**src/hw/ssir_pkg.sv**
```systemverilog
// Package for the sync edge monitor and interrupt routing block
package ssir_pkg;
  localparam int unsigned CLK_HZ = 20000000;
  localparam int unsigned AW = 12;
  // Byte addresses are four times the register index
  localparam logic [7:0] IDX_PIN_ROUTE_ONE = 8'h2a;
  localparam logic [7:0] IDX_PIN_ROUTE_TWO = 8'h2b;
  localparam logic [7:0] IDX_SUMMARY = 8'h2c;
  localparam logic [7:0] IDX_SKIP_COUNT = 8'h36;
  localparam logic [7:0] IDX_JIT_TOL = 8'h39;
  localparam logic [7:0] IDX_MODE = 8'h3a;
  localparam logic [7:0] IDX_ROT_CTRL = 8'h3b;
  localparam logic [7:0] IDX_EVT_STATUS = 8'h40;
  localparam logic [7:0] IDX_EVT_MASK = 8'h41;
  localparam logic [7:0] IDX_EVT_ENABLE = 8'h42;
  localparam logic [7:0] IDX_PERIOD = 8'h43;
  // Field positions
  localparam int unsigned B_PA_SEL = 0;
  localparam int unsigned B_DLL_LOST = 5;
  localparam int unsigned B_DLL_LOCK = 4;
  localparam int unsigned B_PLL_LOST = 1;
  localparam int unsigned B_PLL_LOCK = 0;
  localparam int unsigned B_ONESHOT = 1;
  localparam int unsigned B_ROT_DONE = 4;
  localparam int unsigned B_LOGIC_ON = 7;
  localparam int unsigned B_NCO_RST = 4;
  localparam int unsigned B_LINK_RST = 0;
  // Event vector: pa, dll lost, dll lock, pll lost, pll lock, jitter
  localparam int unsigned NEV = 6;
  localparam int unsigned E_PA = 0;
  localparam int unsigned E_DLL_LOST = 1;
  localparam int unsigned E_DLL_LOCK = 2;
  localparam int unsigned E_PLL_LOST = 3;
  localparam int unsigned E_PLL_LOCK = 4;
  localparam int unsigned E_JIT = 5;
  // Reset values
  localparam logic [7:0] RST_ROT_CTRL = 8'hb0;
  localparam logic [7:0] RST_MODE = 8'h00;
  localparam logic [7:0] RST_ZERO = 8'h00;
  localparam logic [NEV-1:0] RST_ENABLE = 6'h3f;
  localparam logic [15:0] RST_PERIOD = 16'h0040;
  localparam logic [1:0] HTRANS_NONSEQ = 2'b10;
  localparam logic [31:0] ZERO32 = 32'h0000_0000;
  typedef enum logic [1:0] {
    SSIR_IDLE = 2'b00,
    SSIR_SKIP = 2'b01,
    SSIR_ROT = 2'b10
  } ssir_state_t;
  typedef struct packed {
    logic pa_error;
    logic dll_lost;
    logic dll_lock;
    logic pll_lost;
    logic pll_lock;
  } ssir_events_t;
endpackage

```
**src/hw/ssir_top.sv**
```systemverilog
// Sync edge monitor, rotation control and interrupt routing
// Summary of operation
// - PA error routed to pin a or b
// - DLL events routed by bits 5 and 4
// - PLL events routed by bits 1 and 0
// - Summary bit is OR of latched events
// - Writing one to summary clears all events
// - Ignore programmed count of sync edges first
// - Hold seven-bit jitter tolerance in clocks
// - Edge outside tolerance raises jitter event
// - Monitor mode only watches and flags jitter
// - One-shot rotates once, then back to monitor
// - Read-only rotation done flag, resets high
// - Rotation with bit 0 resets serial links
// - Oscillator reset after rotation when enabled
`timescale 1ns/1ps
module ssir_top #(
  parameter int unsigned ROT_CYCLES = 4
) (
  input wire logic hclk,
  input wire logic hresetn,
  input wire logic hsel,
  input wire logic [ssir_pkg::AW-1:0] haddr,
  input wire logic [1:0] htrans,
  input wire logic hwrite,
  input wire logic [2:0] hsize,
  input wire logic [31:0] hwdata,
  input wire logic hready,
  output logic [31:0] hrdata,
  output logic hreadyout,
  output logic hresp,
  input wire logic sync_edge_in,
  input wire ssir_pkg::ssir_events_t ev_in,
  output logic interrupt_out_a,
  output logic interrupt_out_b,
  output logic irq,
  output logic serial_link_reset,
  output logic oscillator_reset
);
  localparam int unsigned NEV = ssir_pkg::NEV;

  // Bus address phase capture
  logic wr_pend_r, rd_pend_r;
  logic [7:0] widx_r;
  wire addr_ok = hsel && hready && (htrans == ssir_pkg::HTRANS_NONSEQ);
  wire [7:0] aidx = haddr[9:2];
  always_ff @(posedge hclk or negedge hresetn) begin
    if (!hresetn) begin
      wr_pend_r <= 1'b0;
      rd_pend_r <= 1'b0;
      widx_r <= ssir_pkg::RST_ZERO;
    end else begin
      wr_pend_r <= addr_ok && hwrite;
      rd_pend_r <= addr_ok && !hwrite;
      if (addr_ok) begin
        widx_r <= aidx;
      end
    end
  end
  assign hreadyout = 1'b1;
  assign hresp = 1'b0;

  function automatic logic wr_to(input logic pend, input logic [7:0] idx,
                                 input logic [7:0] want);
    return pend && (idx == want);
  endfunction

  // Registers
  logic [7:0] route_one_r, route_two_r, skip_r, tol_r, mode_r, rot_ctrl_r;
  logic [NEV-1:0] status_r, mask_r, enable_r;
  logic [15:0] period_r;
  wire [7:0] wb = hwdata[7:0];
  wire w_one = wr_to(wr_pend_r, widx_r, ssir_pkg::IDX_PIN_ROUTE_ONE);
  wire w_two = wr_to(wr_pend_r, widx_r, ssir_pkg::IDX_PIN_ROUTE_TWO);
  wire w_sum = wr_to(wr_pend_r, widx_r, ssir_pkg::IDX_SUMMARY);
  wire w_skip = wr_to(wr_pend_r, widx_r, ssir_pkg::IDX_SKIP_COUNT);
  wire w_tol = wr_to(wr_pend_r, widx_r, ssir_pkg::IDX_JIT_TOL);
  wire w_mode = wr_to(wr_pend_r, widx_r, ssir_pkg::IDX_MODE);
  wire w_rot = wr_to(wr_pend_r, widx_r, ssir_pkg::IDX_ROT_CTRL);
  wire w_stat = wr_to(wr_pend_r, widx_r, ssir_pkg::IDX_EVT_STATUS);
  wire w_mask = wr_to(wr_pend_r, widx_r, ssir_pkg::IDX_EVT_MASK);
  wire w_en = wr_to(wr_pend_r, widx_r, ssir_pkg::IDX_EVT_ENABLE);
  wire w_per = wr_to(wr_pend_r, widx_r, ssir_pkg::IDX_PERIOD);

  // Sync edge input synchroniser
  logic [2:0] sync_r;
  logic edge_lvl_r;
  always_ff @(posedge hclk or negedge hresetn) begin
    if (!hresetn) begin
      sync_r <= 3'h0;
      edge_lvl_r <= 1'b0;
    end else begin
      sync_r <= {sync_r[1:0], sync_edge_in};
      if (sync_r[2] == sync_r[1]) begin
        edge_lvl_r <= sync_r[2];
      end
    end
  end
  wire sync_lvl_agree = (sync_r[2] == sync_r[1]);
  wire sync_rise = sync_lvl_agree && sync_r[2] && !edge_lvl_r;

  // Event input synchroniser
  logic [4:0] ev_s1_r, ev_s2_r, ev_s3_r, ev_lvl_r;
  always_ff @(posedge hclk or negedge hresetn) begin
    if (!hresetn) begin
      ev_s1_r <= 5'h00;
      ev_s2_r <= 5'h00;
      ev_s3_r <= 5'h00;
      ev_lvl_r <= 5'h00;
    end else begin
      ev_s1_r <= ev_in;
      ev_s2_r <= ev_s1_r;
      ev_s3_r <= ev_s2_r;
      ev_lvl_r <= (ev_s2_r & ev_s3_r) | (ev_lvl_r & (ev_s2_r | ev_s3_r));
    end
  end
  ssir_pkg::ssir_events_t ev_q;
  assign ev_q = ev_lvl_r;

  wire [6:0] tol = tol_r[6:0];
  // Phase counter against expected edge period
  logic [15:0] phase_r;
  wire [15:0] dev_late = phase_r - period_r;
  wire [15:0] dev_early = period_r - phase_r;
  wire late = (phase_r >= period_r);
  wire [15:0] dev = late ? dev_late : dev_early;
  wire jit_hit = sync_rise && (dev > {9'h000, tol});
  logic seen_edge_r;

  // Rotation state machine
  ssir_pkg::ssir_state_t st_r, st_nxt;
  logic [7:0] skip_cnt_r;
  logic [7:0] rot_cnt_r;
  logic done_r;
  wire logic_on = rot_ctrl_r[ssir_pkg::B_LOGIC_ON];
  wire oneshot = mode_r[ssir_pkg::B_ONESHOT];
  wire skip_done = (skip_cnt_r >= skip_r);
  wire rot_last = (rot_cnt_r == 8'(ROT_CYCLES - 1));
  always_comb begin
    st_nxt = st_r;
    case (st_r)
      ssir_pkg::SSIR_IDLE: begin
        if (logic_on && oneshot && sync_rise) begin
          st_nxt = skip_done ? ssir_pkg::SSIR_ROT : ssir_pkg::SSIR_SKIP;
        end
      end
      ssir_pkg::SSIR_SKIP: begin
        if (sync_rise && (skip_cnt_r + 8'h01 >= skip_r)) begin
          st_nxt = ssir_pkg::SSIR_ROT;
        end
      end
      ssir_pkg::SSIR_ROT: begin
        if (rot_last) begin
          st_nxt = ssir_pkg::SSIR_IDLE;
        end
      end
      default: st_nxt = ssir_pkg::SSIR_IDLE;
    endcase
  end
  wire rot_start = (st_r != ssir_pkg::SSIR_ROT) && (st_nxt == ssir_pkg::SSIR_ROT);
  wire rot_end = (st_r == ssir_pkg::SSIR_ROT) && rot_last;

  always_ff @(posedge hclk or negedge hresetn) begin
    if (!hresetn) begin
      st_r <= ssir_pkg::SSIR_IDLE;
      skip_cnt_r <= ssir_pkg::RST_ZERO;
      rot_cnt_r <= ssir_pkg::RST_ZERO;
      done_r <= 1'b1;
    end else begin
      st_r <= st_nxt;
      if (st_r == ssir_pkg::SSIR_IDLE) begin
        skip_cnt_r <= ssir_pkg::RST_ZERO;
      end else if (sync_rise) begin
        skip_cnt_r <= skip_cnt_r + 8'h01;
      end
      rot_cnt_r <= (st_r == ssir_pkg::SSIR_ROT) ? rot_cnt_r + 8'h01 : ssir_pkg::RST_ZERO;
      if (rot_start) begin
        done_r <= 1'b0;
      end else if (rot_end) begin
        done_r <= 1'b1;
      end
    end
  end

  wire link_rst_nxt = (st_r == ssir_pkg::SSIR_ROT) && rot_ctrl_r[ssir_pkg::B_LINK_RST];
  wire osc_rst_nxt = rot_end && rot_ctrl_r[ssir_pkg::B_NCO_RST];
  always_ff @(posedge hclk or negedge hresetn) begin
    if (!hresetn) begin
      serial_link_reset <= 1'b0;
      oscillator_reset <= 1'b0;
      phase_r <= 16'h0000;
      seen_edge_r <= 1'b0;
    end else begin
      serial_link_reset <= link_rst_nxt;
      oscillator_reset <= osc_rst_nxt;
      // Saturate so a long quiet spell never wraps into a near-period gap
      phase_r <= (sync_rise || rot_end) ? 16'h0001 : phase_r + {15'h0000, ~&phase_r};
      if (sync_rise) begin
        seen_edge_r <= 1'b1;
      end
    end
  end

  // Sticky events; set wins over clear
  // Jitter flagged in monitor mode
  wire jit_ev = jit_hit && seen_edge_r && (st_r == ssir_pkg::SSIR_IDLE) && !oneshot;
  wire [NEV-1:0] ev_vec = {jit_ev, ev_q.pll_lock, ev_q.pll_lost,
                           ev_q.dll_lock, ev_q.dll_lost, ev_q.pa_error};
  logic [NEV-1:0] ev_d_r;
  wire [NEV-1:0] ev_set = ev_vec & ~ev_d_r & enable_r;
  wire clr_all = w_sum && wb[0];
  wire [NEV-1:0] clr_vec = (w_stat ? hwdata[NEV-1:0] : {NEV{1'b0}}) | {NEV{clr_all}};
  wire [NEV-1:0] status_nxt = ev_set | (status_r & ~clr_vec);

  always_ff @(posedge hclk or negedge hresetn) begin
    if (!hresetn) begin
      status_r <= {NEV{1'b0}};
      ev_d_r <= {NEV{1'b0}};
    end else begin
      status_r <= status_nxt;
      ev_d_r <= ev_vec;
    end
  end

  // Register writes, one short block per register
  always_ff @(posedge hclk or negedge hresetn) begin
    if (!hresetn) begin
      route_one_r <= ssir_pkg::RST_ZERO;
    end else if (w_one) begin
      route_one_r <= {7'h00, wb[ssir_pkg::B_PA_SEL]};
    end
  end

  always_ff @(posedge hclk or negedge hresetn) begin
    if (!hresetn) begin
      route_two_r <= ssir_pkg::RST_ZERO;
    end else if (w_two) begin
      route_two_r <= wb & 8'h33;
    end
  end

  always_ff @(posedge hclk or negedge hresetn) begin
    if (!hresetn) begin
      skip_r <= ssir_pkg::RST_ZERO;
    end else if (w_skip) begin
      skip_r <= wb;
    end
  end

  always_ff @(posedge hclk or negedge hresetn) begin
    if (!hresetn) begin
      tol_r <= ssir_pkg::RST_ZERO;
    end else if (w_tol) begin
      tol_r <= {1'b0, wb[6:0]};
    end
  end

  always_ff @(posedge hclk or negedge hresetn) begin
    if (!hresetn) begin
      mode_r <= ssir_pkg::RST_MODE;
    end else if (rot_end) begin
      mode_r[ssir_pkg::B_ONESHOT] <= 1'b0;
    end else if (w_mode) begin
      mode_r <= wb & 8'h03;
    end
  end

  always_ff @(posedge hclk or negedge hresetn) begin
    if (!hresetn) begin
      rot_ctrl_r <= ssir_pkg::RST_ROT_CTRL;
    end else if (w_rot) begin
      rot_ctrl_r <= wb & 8'hf3;
    end
  end

  always_ff @(posedge hclk or negedge hresetn) begin
    if (!hresetn) begin
      mask_r <= {NEV{1'b0}};
    end else if (w_mask) begin
      mask_r <= hwdata[NEV-1:0];
    end
  end

  always_ff @(posedge hclk or negedge hresetn) begin
    if (!hresetn) begin
      enable_r <= ssir_pkg::RST_ENABLE;
    end else if (w_en) begin
      enable_r <= hwdata[NEV-1:0];
    end
  end

  always_ff @(posedge hclk or negedge hresetn) begin
    if (!hresetn) begin
      period_r <= ssir_pkg::RST_PERIOD;
    end else if (w_per) begin
      period_r <= hwdata[15:0];
    end
  end

  wire [NEV-1:0] sel_b;
  assign sel_b[ssir_pkg::E_PA] = route_one_r[ssir_pkg::B_PA_SEL];
  assign sel_b[ssir_pkg::E_DLL_LOST] = route_two_r[ssir_pkg::B_DLL_LOST];
  assign sel_b[ssir_pkg::E_DLL_LOCK] = route_two_r[ssir_pkg::B_DLL_LOCK];
  assign sel_b[ssir_pkg::E_PLL_LOST] = route_two_r[ssir_pkg::B_PLL_LOST];
  assign sel_b[ssir_pkg::E_PLL_LOCK] = route_two_r[ssir_pkg::B_PLL_LOCK];
  assign sel_b[ssir_pkg::E_JIT] = 1'b0;
  wire [NEV-1:0] live = status_r & enable_r;
  assign interrupt_out_a = |(live & ~sel_b);
  assign interrupt_out_b = |(live & sel_b);
  assign irq = |(status_r & mask_r);

  wire summary = |status_r;
  logic [31:0] rd_mux;
  always_comb begin
    case (widx_r)
      ssir_pkg::IDX_PIN_ROUTE_ONE: rd_mux = {24'h00_0000, route_one_r};
      ssir_pkg::IDX_PIN_ROUTE_TWO: rd_mux = {24'h00_0000, route_two_r};
      ssir_pkg::IDX_SUMMARY: rd_mux = {31'h0000_0000, summary};
      ssir_pkg::IDX_SKIP_COUNT: rd_mux = {24'h00_0000, skip_r};
      ssir_pkg::IDX_JIT_TOL: rd_mux = {24'h00_0000, tol_r};
      // Done flag read-only at bit 4
      ssir_pkg::IDX_MODE: rd_mux = {24'h00_0000, mode_r | {3'h0, done_r, 4'h0}};
      ssir_pkg::IDX_ROT_CTRL: rd_mux = {24'h00_0000, rot_ctrl_r};
      ssir_pkg::IDX_EVT_STATUS: rd_mux = {26'h000_0000, status_r};
      ssir_pkg::IDX_EVT_MASK: rd_mux = {26'h000_0000, mask_r};
      ssir_pkg::IDX_EVT_ENABLE: rd_mux = {26'h000_0000, enable_r};
      ssir_pkg::IDX_PERIOD: rd_mux = {16'h0000, period_r};
      default: rd_mux = ssir_pkg::ZERO32;
    endcase
  end
  assign hrdata = rd_pend_r ? rd_mux : ssir_pkg::ZERO32;
endmodule
```
**config.mk**
```make
export PLATFORM = sky130hd
export DESIGN_NAME = ssir_top
export DESIGN_NICKNAME = d
export VERILOG_FILES = /design/src/hw/ssir_pkg.sv /design/src/hw/ssir_top.sv
export SDC_FILE = /design/constraint.sdc
export NUM_CORES = 1
export LEC_CHECK = 0
export ABC_AREA = 1
export BUFFER_PORTS_ARGS = -buffer_cell sky130_fd_sc_hd__buf_4
export CORE_ASPECT_RATIO = 0.7
export CORE_MARGIN = 4
export CORE_UTILIZATION = 30
export CTS_CLUSTER_SIZE = 40
export DETAILED_ROUTE_END_ITERATION = 10
export SYNTH_ARGS = -nofsm -noshare
export SYNTH_HDL_FRONTEND = slang
export SYNTH_SLANG_ARGS = --single-unit
```
**constraint.sdc**
```tcl
create_clock -name hclk -period 4.6 [get_ports hclk]
set_input_delay 0.46 -clock hclk [delete_from_list [all_inputs] [get_ports hclk]]
set_output_delay 0.46 -clock hclk [all_outputs]
set_load 0.01 [all_outputs]
```
After elaboration in Yosys (flattened, before gate mapping)
Cells that the tools add are included.
W data, S select, Z words.

storage, ports and cells
  bits in writable memories = 0
  memories = 0
  word-level logic and storage cells = 135
  output and inout bits = 39
  bits in read-only memories = 0
  register bits = 140
  latch bits = 0

operators by class
  reductions and logical operators = 44
  bitwise operators = 18
  $lt $le $gt $ge = 4
  divide/modulo/power cells = 0
  shifts and indexed selects = 0
  multiply operators = 0
  equality and inequality tests = 18
  muxes and demuxes = 17
  add/sub/neg operators = 5

operators by type and width
  cell                   number
  $pmux W16 S11          1
  $eq A8 B6 Y1 const B   7
  $and A6 B6 Y6          6
  $eq A8 B7 Y1 const B   4
  $mux W16               2
  $mux W32               1
  $sub A16 B16 Y16       2
  $logic_and A1 B1 Y1    29
  $mux W8                3
  $reduce_or A6 Y1       4
  $add A16 B1 Y16        1
  $add A8 B1 Y8 const B  2
  $ge A16 B16 Y1         1
  $ge A8 B8 Y1           2
  $gt A16 B7 Y1          1
  $reduce_and A16 Y1     1
  $not A6 Y6             2
  $or A6 B6 Y6           2
  $and A5 B5 Y5          2
  $mux W2                5
  $or A5 B5 Y5           2
  $eq A8 B2 Y1 const B   1
  $and A6 B5 Y6          1
  $eq A2 B2 Y1 const B   3
  14 further kinds       21

Depth between registers and ports, before layout
Gate-level depths: netlist (run 1).

  word-level depth = 10
  gate-level depth with buffers = 31
  depth with buffers taken out = 29

Least setup slack after synthesis (run 1)
OpenSTA, ideal clock, no wires.

  kind = register -> register
  from = register period_r[6]
  to = register status_r[5]
  buffers on the path = 1
  stages on the path, launching flop included = 28
  slack = 1272 ps
  data arrival time = 3211 ps
  cells stage by stage = dfstp_2 > inv_1 > ha_1 > nand2_2 > inv_1 > a21oi_2 > nand3_1 > nand2_2 > nand2_4 > buf_4 > o21ai_0 > xor2_1 > inv_1 > ha_1 > nand2_1 > nor2_1 > o21ai_0 > o211ai_1 > nand2_1 > nand2_1 > nand2_1 > nand2_1 > nor2_1 > nand3_1 > nor2_1 > nand2_1 > nand3_1 > nand2_1

on the way
  word-level cells in the longest chain between the ends = 10
  elaborated cells on any way between the ends = 12
  those cells by class = add/sub (2); order compare (2); mux (1); bitwise (3); reduce/logical (4)

ends and longest elaborated chain
  item                                      line             text
  start: declaration                        ssir_top.sv:71   logic [15:0] period_r;
  start signal: assignment                  ssir_top.sv:294  period_r <= ssir_pkg::RST_PERIOD;
  start signal: assignment                  ssir_top.sv:296  period_r <= hwdata[15:0];
  $sub A16 B16 Y16 (tied with other cells)  ssir_top.sv:124  wire [15:0] dev_early = period_r - phase_r;
  $mux W16 (*)                              ssir_top.sv:126  wire [15:0] dev = late ? dev_late : dev_early;
  $gt A16 B7 Y1 (*)                         ssir_top.sv:127  wire jit_hit = sync_rise && (dev > {9'h000, tol});
  $logic_and A1 B1 Y1 (*)                   ssir_top.sv:127
  $logic_and A1 B1 Y1 (*) (3 in series)     ssir_top.sv:206  wire jit_ev = jit_hit && seen_edge_r && (st_r == ssir_pkg::SSIR_IDLE) && !oneshot;
  $and A6 B6 Y6 (*) (2 in series)           ssir_top.sv:210  wire [NEV-1:0] ev_set = ev_vec & ~ev_d_r & enable_r;
  $or A6 B6 Y6 (*)                          ssir_top.sv:213  wire [NEV-1:0] status_nxt = ev_set | (status_r & ~clr_vec);
  named net status_nxt[5]                   ssir_top.sv:213
  end signal: assignment                    ssir_top.sv:217  status_r <= {NEV{1'b0}};
  end signal: assignment                    ssir_top.sv:220  status_r <= status_nxt;
  end: declaration                          ssir_top.sv:70   logic [NEV-1:0] status_r, mask_r, enable_r;

Mark *: on every way through the listed nets, which the timed path passes. The rest lies on a longest branch.
A chain may end at the register's enable or synchronous reset.

Worst setup path in the final report (run 1)
Same ends and word-level chain as after synthesis.

==> results by group, run 1 <==
Pwr
  – Max rail drop VDD: 0.287 mV
  – P_int: around 0.0023 W
  – PD cells: 325 nW/um^2
  – Leakage: 5.33 nW
  – NetSw: 0.00101 W
  – Sw Ratio: 30.8%
  – Combinational Power Share: 16.6%
  – Part of the power in registers: 41.4%
  – Clock share of power: between 40% and 50%
  – Final Total Pwr: 0.00327 W

Clock tree
  – CTS Hold Bufs: 0
  – Cts repair resizes: 0
  – Root Driver: clkbuf_16
  – H-tree level count: 4
  – Postcts setup bufs: 0
  – CTS tree: done
  – Inserted Clock Buffers: 17
  – Clk_lat worst skew: between 0.4 and 0.5 ns
  – Reg clk slew, reported paths: 0.06 ns
  – Sink Count: 140
  – CTS Buffer Depth: 2

Synth
  – Post-synthesis adder-cell area fraction: 9.52%
  – Yosys cell types: 53
  – Syn_area_per_cell: between 7 and 8 sq um
  – EDFF count, synth: 0
  – Ys Warns: 0
  – Top-area cell type share of the netlist area: 37.1%
  – Async S/R FF share, synth: 100%
  – Gate Count Post-Synth: 1153
  – Compound-Gate Fraction of Synth Area: 12.7%
  – Mapped Area: 8700 sq um
  – Main combinational cell family by area after synthesis: simple AND/OR/NAND/NOR gates
  – Sequential fraction of the synthesis area: 40.4%
  – Main synth FF type: dfrtp_1
  – Post-synthesis mux area share: 0.503%
  – Simple-Gate Fraction of Synth Area: 24.3%
  – Post-Synth XOR/XNOR Area: 1.31%
  – Yosys reg bits: 140
  – Yosys top cell by area: dfrtp_1
  – Largest cells by area after synthesis: dfrtp_1 (37%), nand2_1 (11%), ha_1 (8.5%), inv_1 (8.4%), nor2_1 (4.7%)

Worst setup path
  – Internal reg-to-reg setup slack: 0.69 ns
  – Count of buffer and inverter cells on the critical path: 3
  – Crit-path max FO: 15
  – Classification of the worst setup path: reg -> reg
  – Setup crit start: period_r[6]
  – Worst setup SP type: register
  – CP dominant cell by count: nand2_1
  – WP data required: 4.91 ns
  – Critical Path Max Stage Delay: 0.55 ns
  – Family with the most delay on the worst path: simple AND/OR/NAND/NOR gates
  – Slowest-stage cell, CP: dfstp_2
  – Worst path arrival time: 4.23 ns
  – Critical Path Sink Type: register
  – Critical R2R Launch: period_r[6]

Drt
  – 1st-iter DRT viols: 706
  – WL final: 24.0 mm
  – Drt via density: between 4 and 5
  – Drt pass-1 iters: 5
  – WL/cell: 15.0 um
  – Post-route ant nets: 0
  – Vias: between 7000 and 8000
  – Number of remaining DRC errors: 0

Timing
  – Rel. slew slack: 33.1%
  – Setup violators final: 0
  – Tightest hold margin: -0.000340 ns
  – RSZ-0062 raised after global routing: false
  – Final Hold Fails: 1
  – Fmax: about 260 MHz
  – Max Slew Vio Count: 0
  – Final worst path period share: 85.1%
  – Tmin final: approximately 4 ns
  – Setup Skew: around 0.016 ns
  – Slew @ Worst Pin: 1.00 ns
  – Setup TNS: 0 ns

Floorplan
  – Die width: approximately 210 um
  – Die Ht: 150 um
  – Die area: between 30000 and 40000 sq um
  – Core area: roughly 28000 sq um
  – IO Pins: 99
  – Initial Util: 30.8%
  – Placement Rows: 51

GRT
  – Total gr overflow: 0
  – Maximum number of pins on one net before global-route repair: 62
  – Global-route wire length before repair: ~38 mm
  – Number of global-route vias before repair: 7208
  – Antenna violations before repair: 0
  – All-Layer GR Usage: 15.4%

Place
  – Placed Cells: 1566
  – Gp weighted congestion: 0.909
  – Port-buffer cells: 57
  – Post-DP Area: 9470 sq um
  – Detailed placement HPWL: 18.9 mm

Cells and area
  – Area grow syn2layout: 15.6%
  – Fin cells: 1598
  – Diodes inserted: 0
  – Final instance area: 10100 sq um
  – Nets: between 1000 and 1500
  – Share of cells above drive strength 1: about a tenth

Flow run
  – Max_cap viols: 0

Status
  – Failing checks: negative hold slack
  – Status: finished, violations left

Worst hold path
  – Hold WC Path Type: in -> async
==> cell usage in the layout (no fill, tap or decap), types with 15 or more instances in the layout <==
| cell type | instances |
|---|---|
| nand3_1 | 61 |
| nand4_1 | 15 |
| nor2_1 | 108 |
| ha_1 | 59 |
| nor3_1 | 30 |
| clkbuf_16 | 17 |
| o22ai_1 | 18 |
| dfrtp_1 | 129 |
| inv_1 | 195 |
| conb_1 | 18 |
| a21oi_1 | 63 |
| buf_4 | 58 |
| o21ai_0 | 72 |
| nand2_1 | 262 |
==> synthesized netlist by cell type (2+ instances only) <==
library cell  number
conb_1             2
buf_4             19
inv_1            195
a221oi_1           5
a31oi_1            5
nor2_2             3
a21oi_1           63
maj3_1             5
nand2_1          262
a32o_1             5
o22ai_1           18
nand2_2            7
a21o_1             2
o21ai_0           72
dfrtp_1          129
nor2_1           108
ha_1              59
nand3_1           61
mux2_2             3
buf_2              7
o211ai_1           2
fa_1               2
clkbuf_1           7
o21ai_1            4
nor4_1             5
nor3_1            30
xnor2_1            2
dfstp_2           11
o311ai_0           2
nand4_1           15
xor2_1            11
inv_2              7
or2_2              2
nand3b_1           2
o221ai_1           3
==> flip-flops by register name, indices dropped and copies added (netlist names), 4 cells and up <==
signal       cells
tol_r            7
status_r         6
ev_d_r           6
mask_r           6
rot_ctrl_r       6
skip_cnt_r       8
rot_cnt_r        8
route_two_r      4
ev_lvl_r         5
phase_r         16
enable_r         6
skip_r           8
ev_s2_r          5
ev_s3_r          5
widx_r           8
period_r        16
ev_s1_r          5
==> path summary, 6_finish.rpt <==
path                           endpoint  cells past startpoint
max reg2reg                 status_r[5]                     26
min                        rot_cnt_r[5]                      1
min in group hclk            ev_s1_r[2]                      1
min reg2reg                  ev_s2_r[3]                      0
max in group asynchronous   enable_r[2]                      2
max                         status_r[5]                     26
==> through the flow <==
| stage | setup WS (ns) | util (%) | hold WS [ns] |
|---|---|---|---|
| floorplan | 1.27 | - | 0.164 |
| global placement | 0.718 | 33.6 | 0.334 |
| detailed placement | 0.682 | 33.6 | 0.335 |
| CTS | 0.670 | 35.7 | 0.0232 |
| global route | 0.340 | 35.7 | 0.0363 |
| finish | 0.687 | 35.7 | -0.000340 |
==> power groups by stage <==
stage | Combinational, W | Sequential [W] | Clock [W]
3_3_place_gp | 0.000529 | 0.00137 | 0
3_5_place_dp | 0.000536 | 0.00137 | 0
6_report | 0.000541 | 0.00135 | 0.00137
5_1_grt | 0.000617 | 0.00136 | 0.00147
2_1_floorplan | 0.000382 | 0.00135 | 0
4_1_cts | 0.000540 | 0.00135 | 0.00141
==> cell type report <==
cell class	count	area [sq um]
fillers	2983	18100
multi-input cells	793	4280
flip-flops and latches	140	3520
inverters	203	764
well taps	371	464
repair buffers	59	447
clock buffers	18	439
clock inverters	14	150
==> cell families after synthesis <==
logic type	after synthesis
simple gates	501
buf+inv	236
compound gates	191
flops	140
fa+ha+maj	66
xor+xnor	13
mux	4
other cells	2
==> metal layers <==
| metal | share of wire (%) | vias up | global-route usage (%) |
|---|---|---|---|
| met2 | 40 | 245 | 21.5 |
| met4 | 0.74 | 0 | 3.09 |
| met3 | 7.5 | 14 | 3.52 |
| met5 | 0 | - | 0 |
| met1 | 51 | 3612 | 24.1 |
| li1 | - | 3823 | - |
(Power assumes the default switching activity.)
==> inputs of run 2 (changes only) <==
- clock period: 4.6 -> 4.3 ns (I/O delays scaled with it)
==> results by group, run 2 (synthesized netlist as in run 1, its figures left out) <==
GRT
  – Global-route wire length before repair: 38.9 mm (+1.1%)
  – Antenna violations before repair: 0 (unchanged)
  – All-Layer GR Usage: 15.5% (+0.094 points)
  – Maximum number of pins on one net before global-route repair: 65 (+4.8%)
  – Total gr overflow: 0 (unchanged)
  – Number of global-route vias before repair: 7254 (+0.64%)

Timing
  – Rel. slew slack: 31.2% (-1.9 points)
  – Tmin final: 3.90 ns (-0.0131 ns)
  – Setup TNS: 0 ns (unchanged)
  – Final Hold Fails: 0 (-1)
  – RSZ-0062 raised after global routing: false
  – Final worst path period share: 90.7% (+5.6 points)
  – Tightest hold margin: 0.0829 ns (+0.0832 ns)
  – Max Slew Vio Count: 0 (unchanged)
  – Slew @ Worst Pin: 1.03 ns (+0.0285 ns)
  – Fmax: 256 MHz (+0.33%)
  – Setup violators final: 0 (unchanged)
  – Worst Setup Slack, final: 0.400 ns (-0.287 ns)
  – Setup Skew: 0.0150 ns (-0.000794 ns)

Clock tree
  – H-tree level count: 4 (unchanged)
  – Inserted Clock Buffers: 17 (unchanged)
  – CTS Hold Bufs: 1 (+1)
  – Postcts setup bufs: 0 (unchanged)
  – Cts repair resizes: 0 (unchanged)
  – CTS Buffer Depth: 2 (unchanged)
  – Sink Count: 140 (unchanged)
  – Root Driver: clkbuf_16
  – Clk_lat worst skew: 0.45 ns (about the same)
  – CTS tree: done
  – Reg clk slew, reported paths: 0.07 ns (about the same)

Drt
  – Number of remaining DRC errors: 0 (unchanged)
  – WL/cell: 15.1 um (+0.57%)
  – Vias: 7718 (+0.31%)
  – 1st-iter DRT viols: 748 (+5.9%)
  – Post-route ant nets: 0 (unchanged)
  – WL final: 24.2 mm (+0.94%)
  – Drt pass-1 iters: 5 (unchanged)
  – Drt via density: 4.81 (about the same)

Cells and area
  – Layout Utilization: 35.9% (+0.28 points)
  – Biggest regs: period_r: 16 flops, phase_r: 16 flops
  – Area grow syn2layout: 16.5%
  – Diodes inserted: 0 (unchanged)
  – Fillers: 2982 (-0.034%)
  – Nets: 1341 (+0.45%)
  – Share of cells above drive strength 1: 11.0% (+0.35 points)
  – Commonest non-fill, non-tap cell in the layout: nand2_1
  – Most frequent cells in the layout: nand2_1 (262), inv_1 (195), dfrtp_1 (129), nor2_1 (108), o21ai_0 (72)

Worst setup path
  – WP data required: 4.64 ns (-0.27 ns)
  – Reg-to-reg critical path endpoint: status_r[5]
  – Classification of the worst setup path: reg -> reg
  – Crit-path max FO: 15 (unchanged)
  – Worst setup SP type: register
  – Slowest-stage cell, CP: fa_1
  – Setup crit start: phase_r[0]
  – Worst path arrival time: 4.24 ns (about the same)
  – Internal reg-to-reg setup slack: 0.40 ns (-0.29 ns)
  – Cell depth of the worst flop-to-flop path: 28 (+7.7%)
  – CP dominant cell by count: nand2_1
  – Critical Path Sink Type: register
  – Critical Path Max Stage Delay: 0.45 ns (-0.10 ns)
  – Critical R2R Launch: phase_r[0]

Floorplan
  – IO Pins: 99 (unchanged)
  – Initial Util: 30.8% (unchanged)
  – Placement Rows: 51 (unchanged)
  – Core area: 28200 sq um (unchanged)
  – Die width: 212 um (unchanged)
  – Die area: 31800 sq um (unchanged)
  – Die Ht: 150 um (unchanged)

Pwr
  – Final Total Pwr: 0.00354 W (+8.4%)
  – Max rail drop VDD: 0.354 mV (+23%)
  – PD cells: 349 nW/um^2 (+7.6%)
  – Combinational Power Share: 16.4% (-0.2 points)
  – Part of the power in registers: 40.8% (-0.6 points)
  – Leakage: 5.37 nW (+0.72%)
  – Sw Ratio: 32.8% (+1.9 points)
  – P_int: 0.00238 W (+5.4%)
  – NetSw: 0.00116 W (+15%)
  – Clock share of power: 42.8% (+0.8 points)

Place
  – Gp weighted congestion: 0.908 (-0.14%)
  – Port-buffer cells: 57 (unchanged)
  – Post-Place Setup Slack: 0.406 ns (-0.277 ns)
  – Detailed placement HPWL: 19.1 mm (+0.77%)

Worst hold path
  – Hold WC Path Type: in -> reg
  – Hold path depth: 1
  – Worst Hold End: ev_s1_r[1]
  – Hold_sp: ev_in[1]

Flow run
  – Max_cap viols: 0 (unchanged)

Status
  – Status: completed
[run 2: cell count changes in the layout (fill, tap and decap cells not counted)]
| cell | delta |
|---|---|
| buf_4 | +5 |
| inv_12 | +1 |
| inv_6 | -3 |
| clkinv_2 | -1 |
| inv_8 | +3 |
| clkinv_8 | +5 |
| dlygate4sd3_1 | +1 |
| clkinv_4 | -3 |
| clkbuf_8 | -1 |
| bufinv_16 | -1 |
[run 2: final cells by class]
cell class | count | area, sq um | area share (%)
multi-input combinational | 793 | 4280 | 42.2
clock inverter | 15 | 194 | 1.91
timing repair buffer | 65 | 494 | 4.88
sequential | 140 | 3520 | 34.7
inverter | 203 | 764 | 7.54
clock buffer | 17 | 425 | 4.20
tap | 371 | 464 | 4.58
[run 2: through the flow]
| stage | cells | instance area [sq um] |
|---|---|---|
| finish | 1604 | 10100 |
| detailed placement | 1571 | 9510 |
| floorplan | 1169 | 8760 |
| global placement | 1571 | 9510 |
| global route | 1604 | 10100 |
| CTS | 1604 | 10100 |
[run 2: how the worst max path moves through the flow]
stage / cells past startpoint / end / slack (ns)
finish: 28 / status_r[5] / 0.40
global placement: 28 / status_r[5] / 0.45
global route: 28 / status_r[5] / 0.09
CTS: 28 / status_r[5] / 0.41
floorplan: 27 / status_r[5] / 0.97
detailed placement: 28 / status_r[5] / 0.41
[run 2: worst max-delay path, delay by kind of cell, from the launching register on]
family,cells,cell delay (ns)
buf+inv,3,0.26
xor+xnor,1,0.20
compound gates,3,0.39
fa+ha+maj,3,0.89
simple gates,18,1.60
flops,1,0.44
[run 2: routing by layer]
metal	wire, um	up-vias	track usage [%]
met2	9760	236	21.6
met4	240	0	3.41
li1	-	3833	-
met1	12400	3628	23.8
met3	1780	21	4.10
met5	0	-	0
[run 2: power by group through the flow]
stage / clock network [W] / logic, W / registers [W]
2_1_floorplan: 0 / 0.000408 / 0.00145
3_3_place_gp: 0 / 0.000569 / 0.00147
3_5_place_dp: 0 / 0.000574 / 0.00147
4_1_cts: 0.00155 / 0.000579 / 0.00144
5_1_grt: 0.00161 / 0.000662 / 0.00145
6_report: 0.00151 / 0.000582 / 0.00145
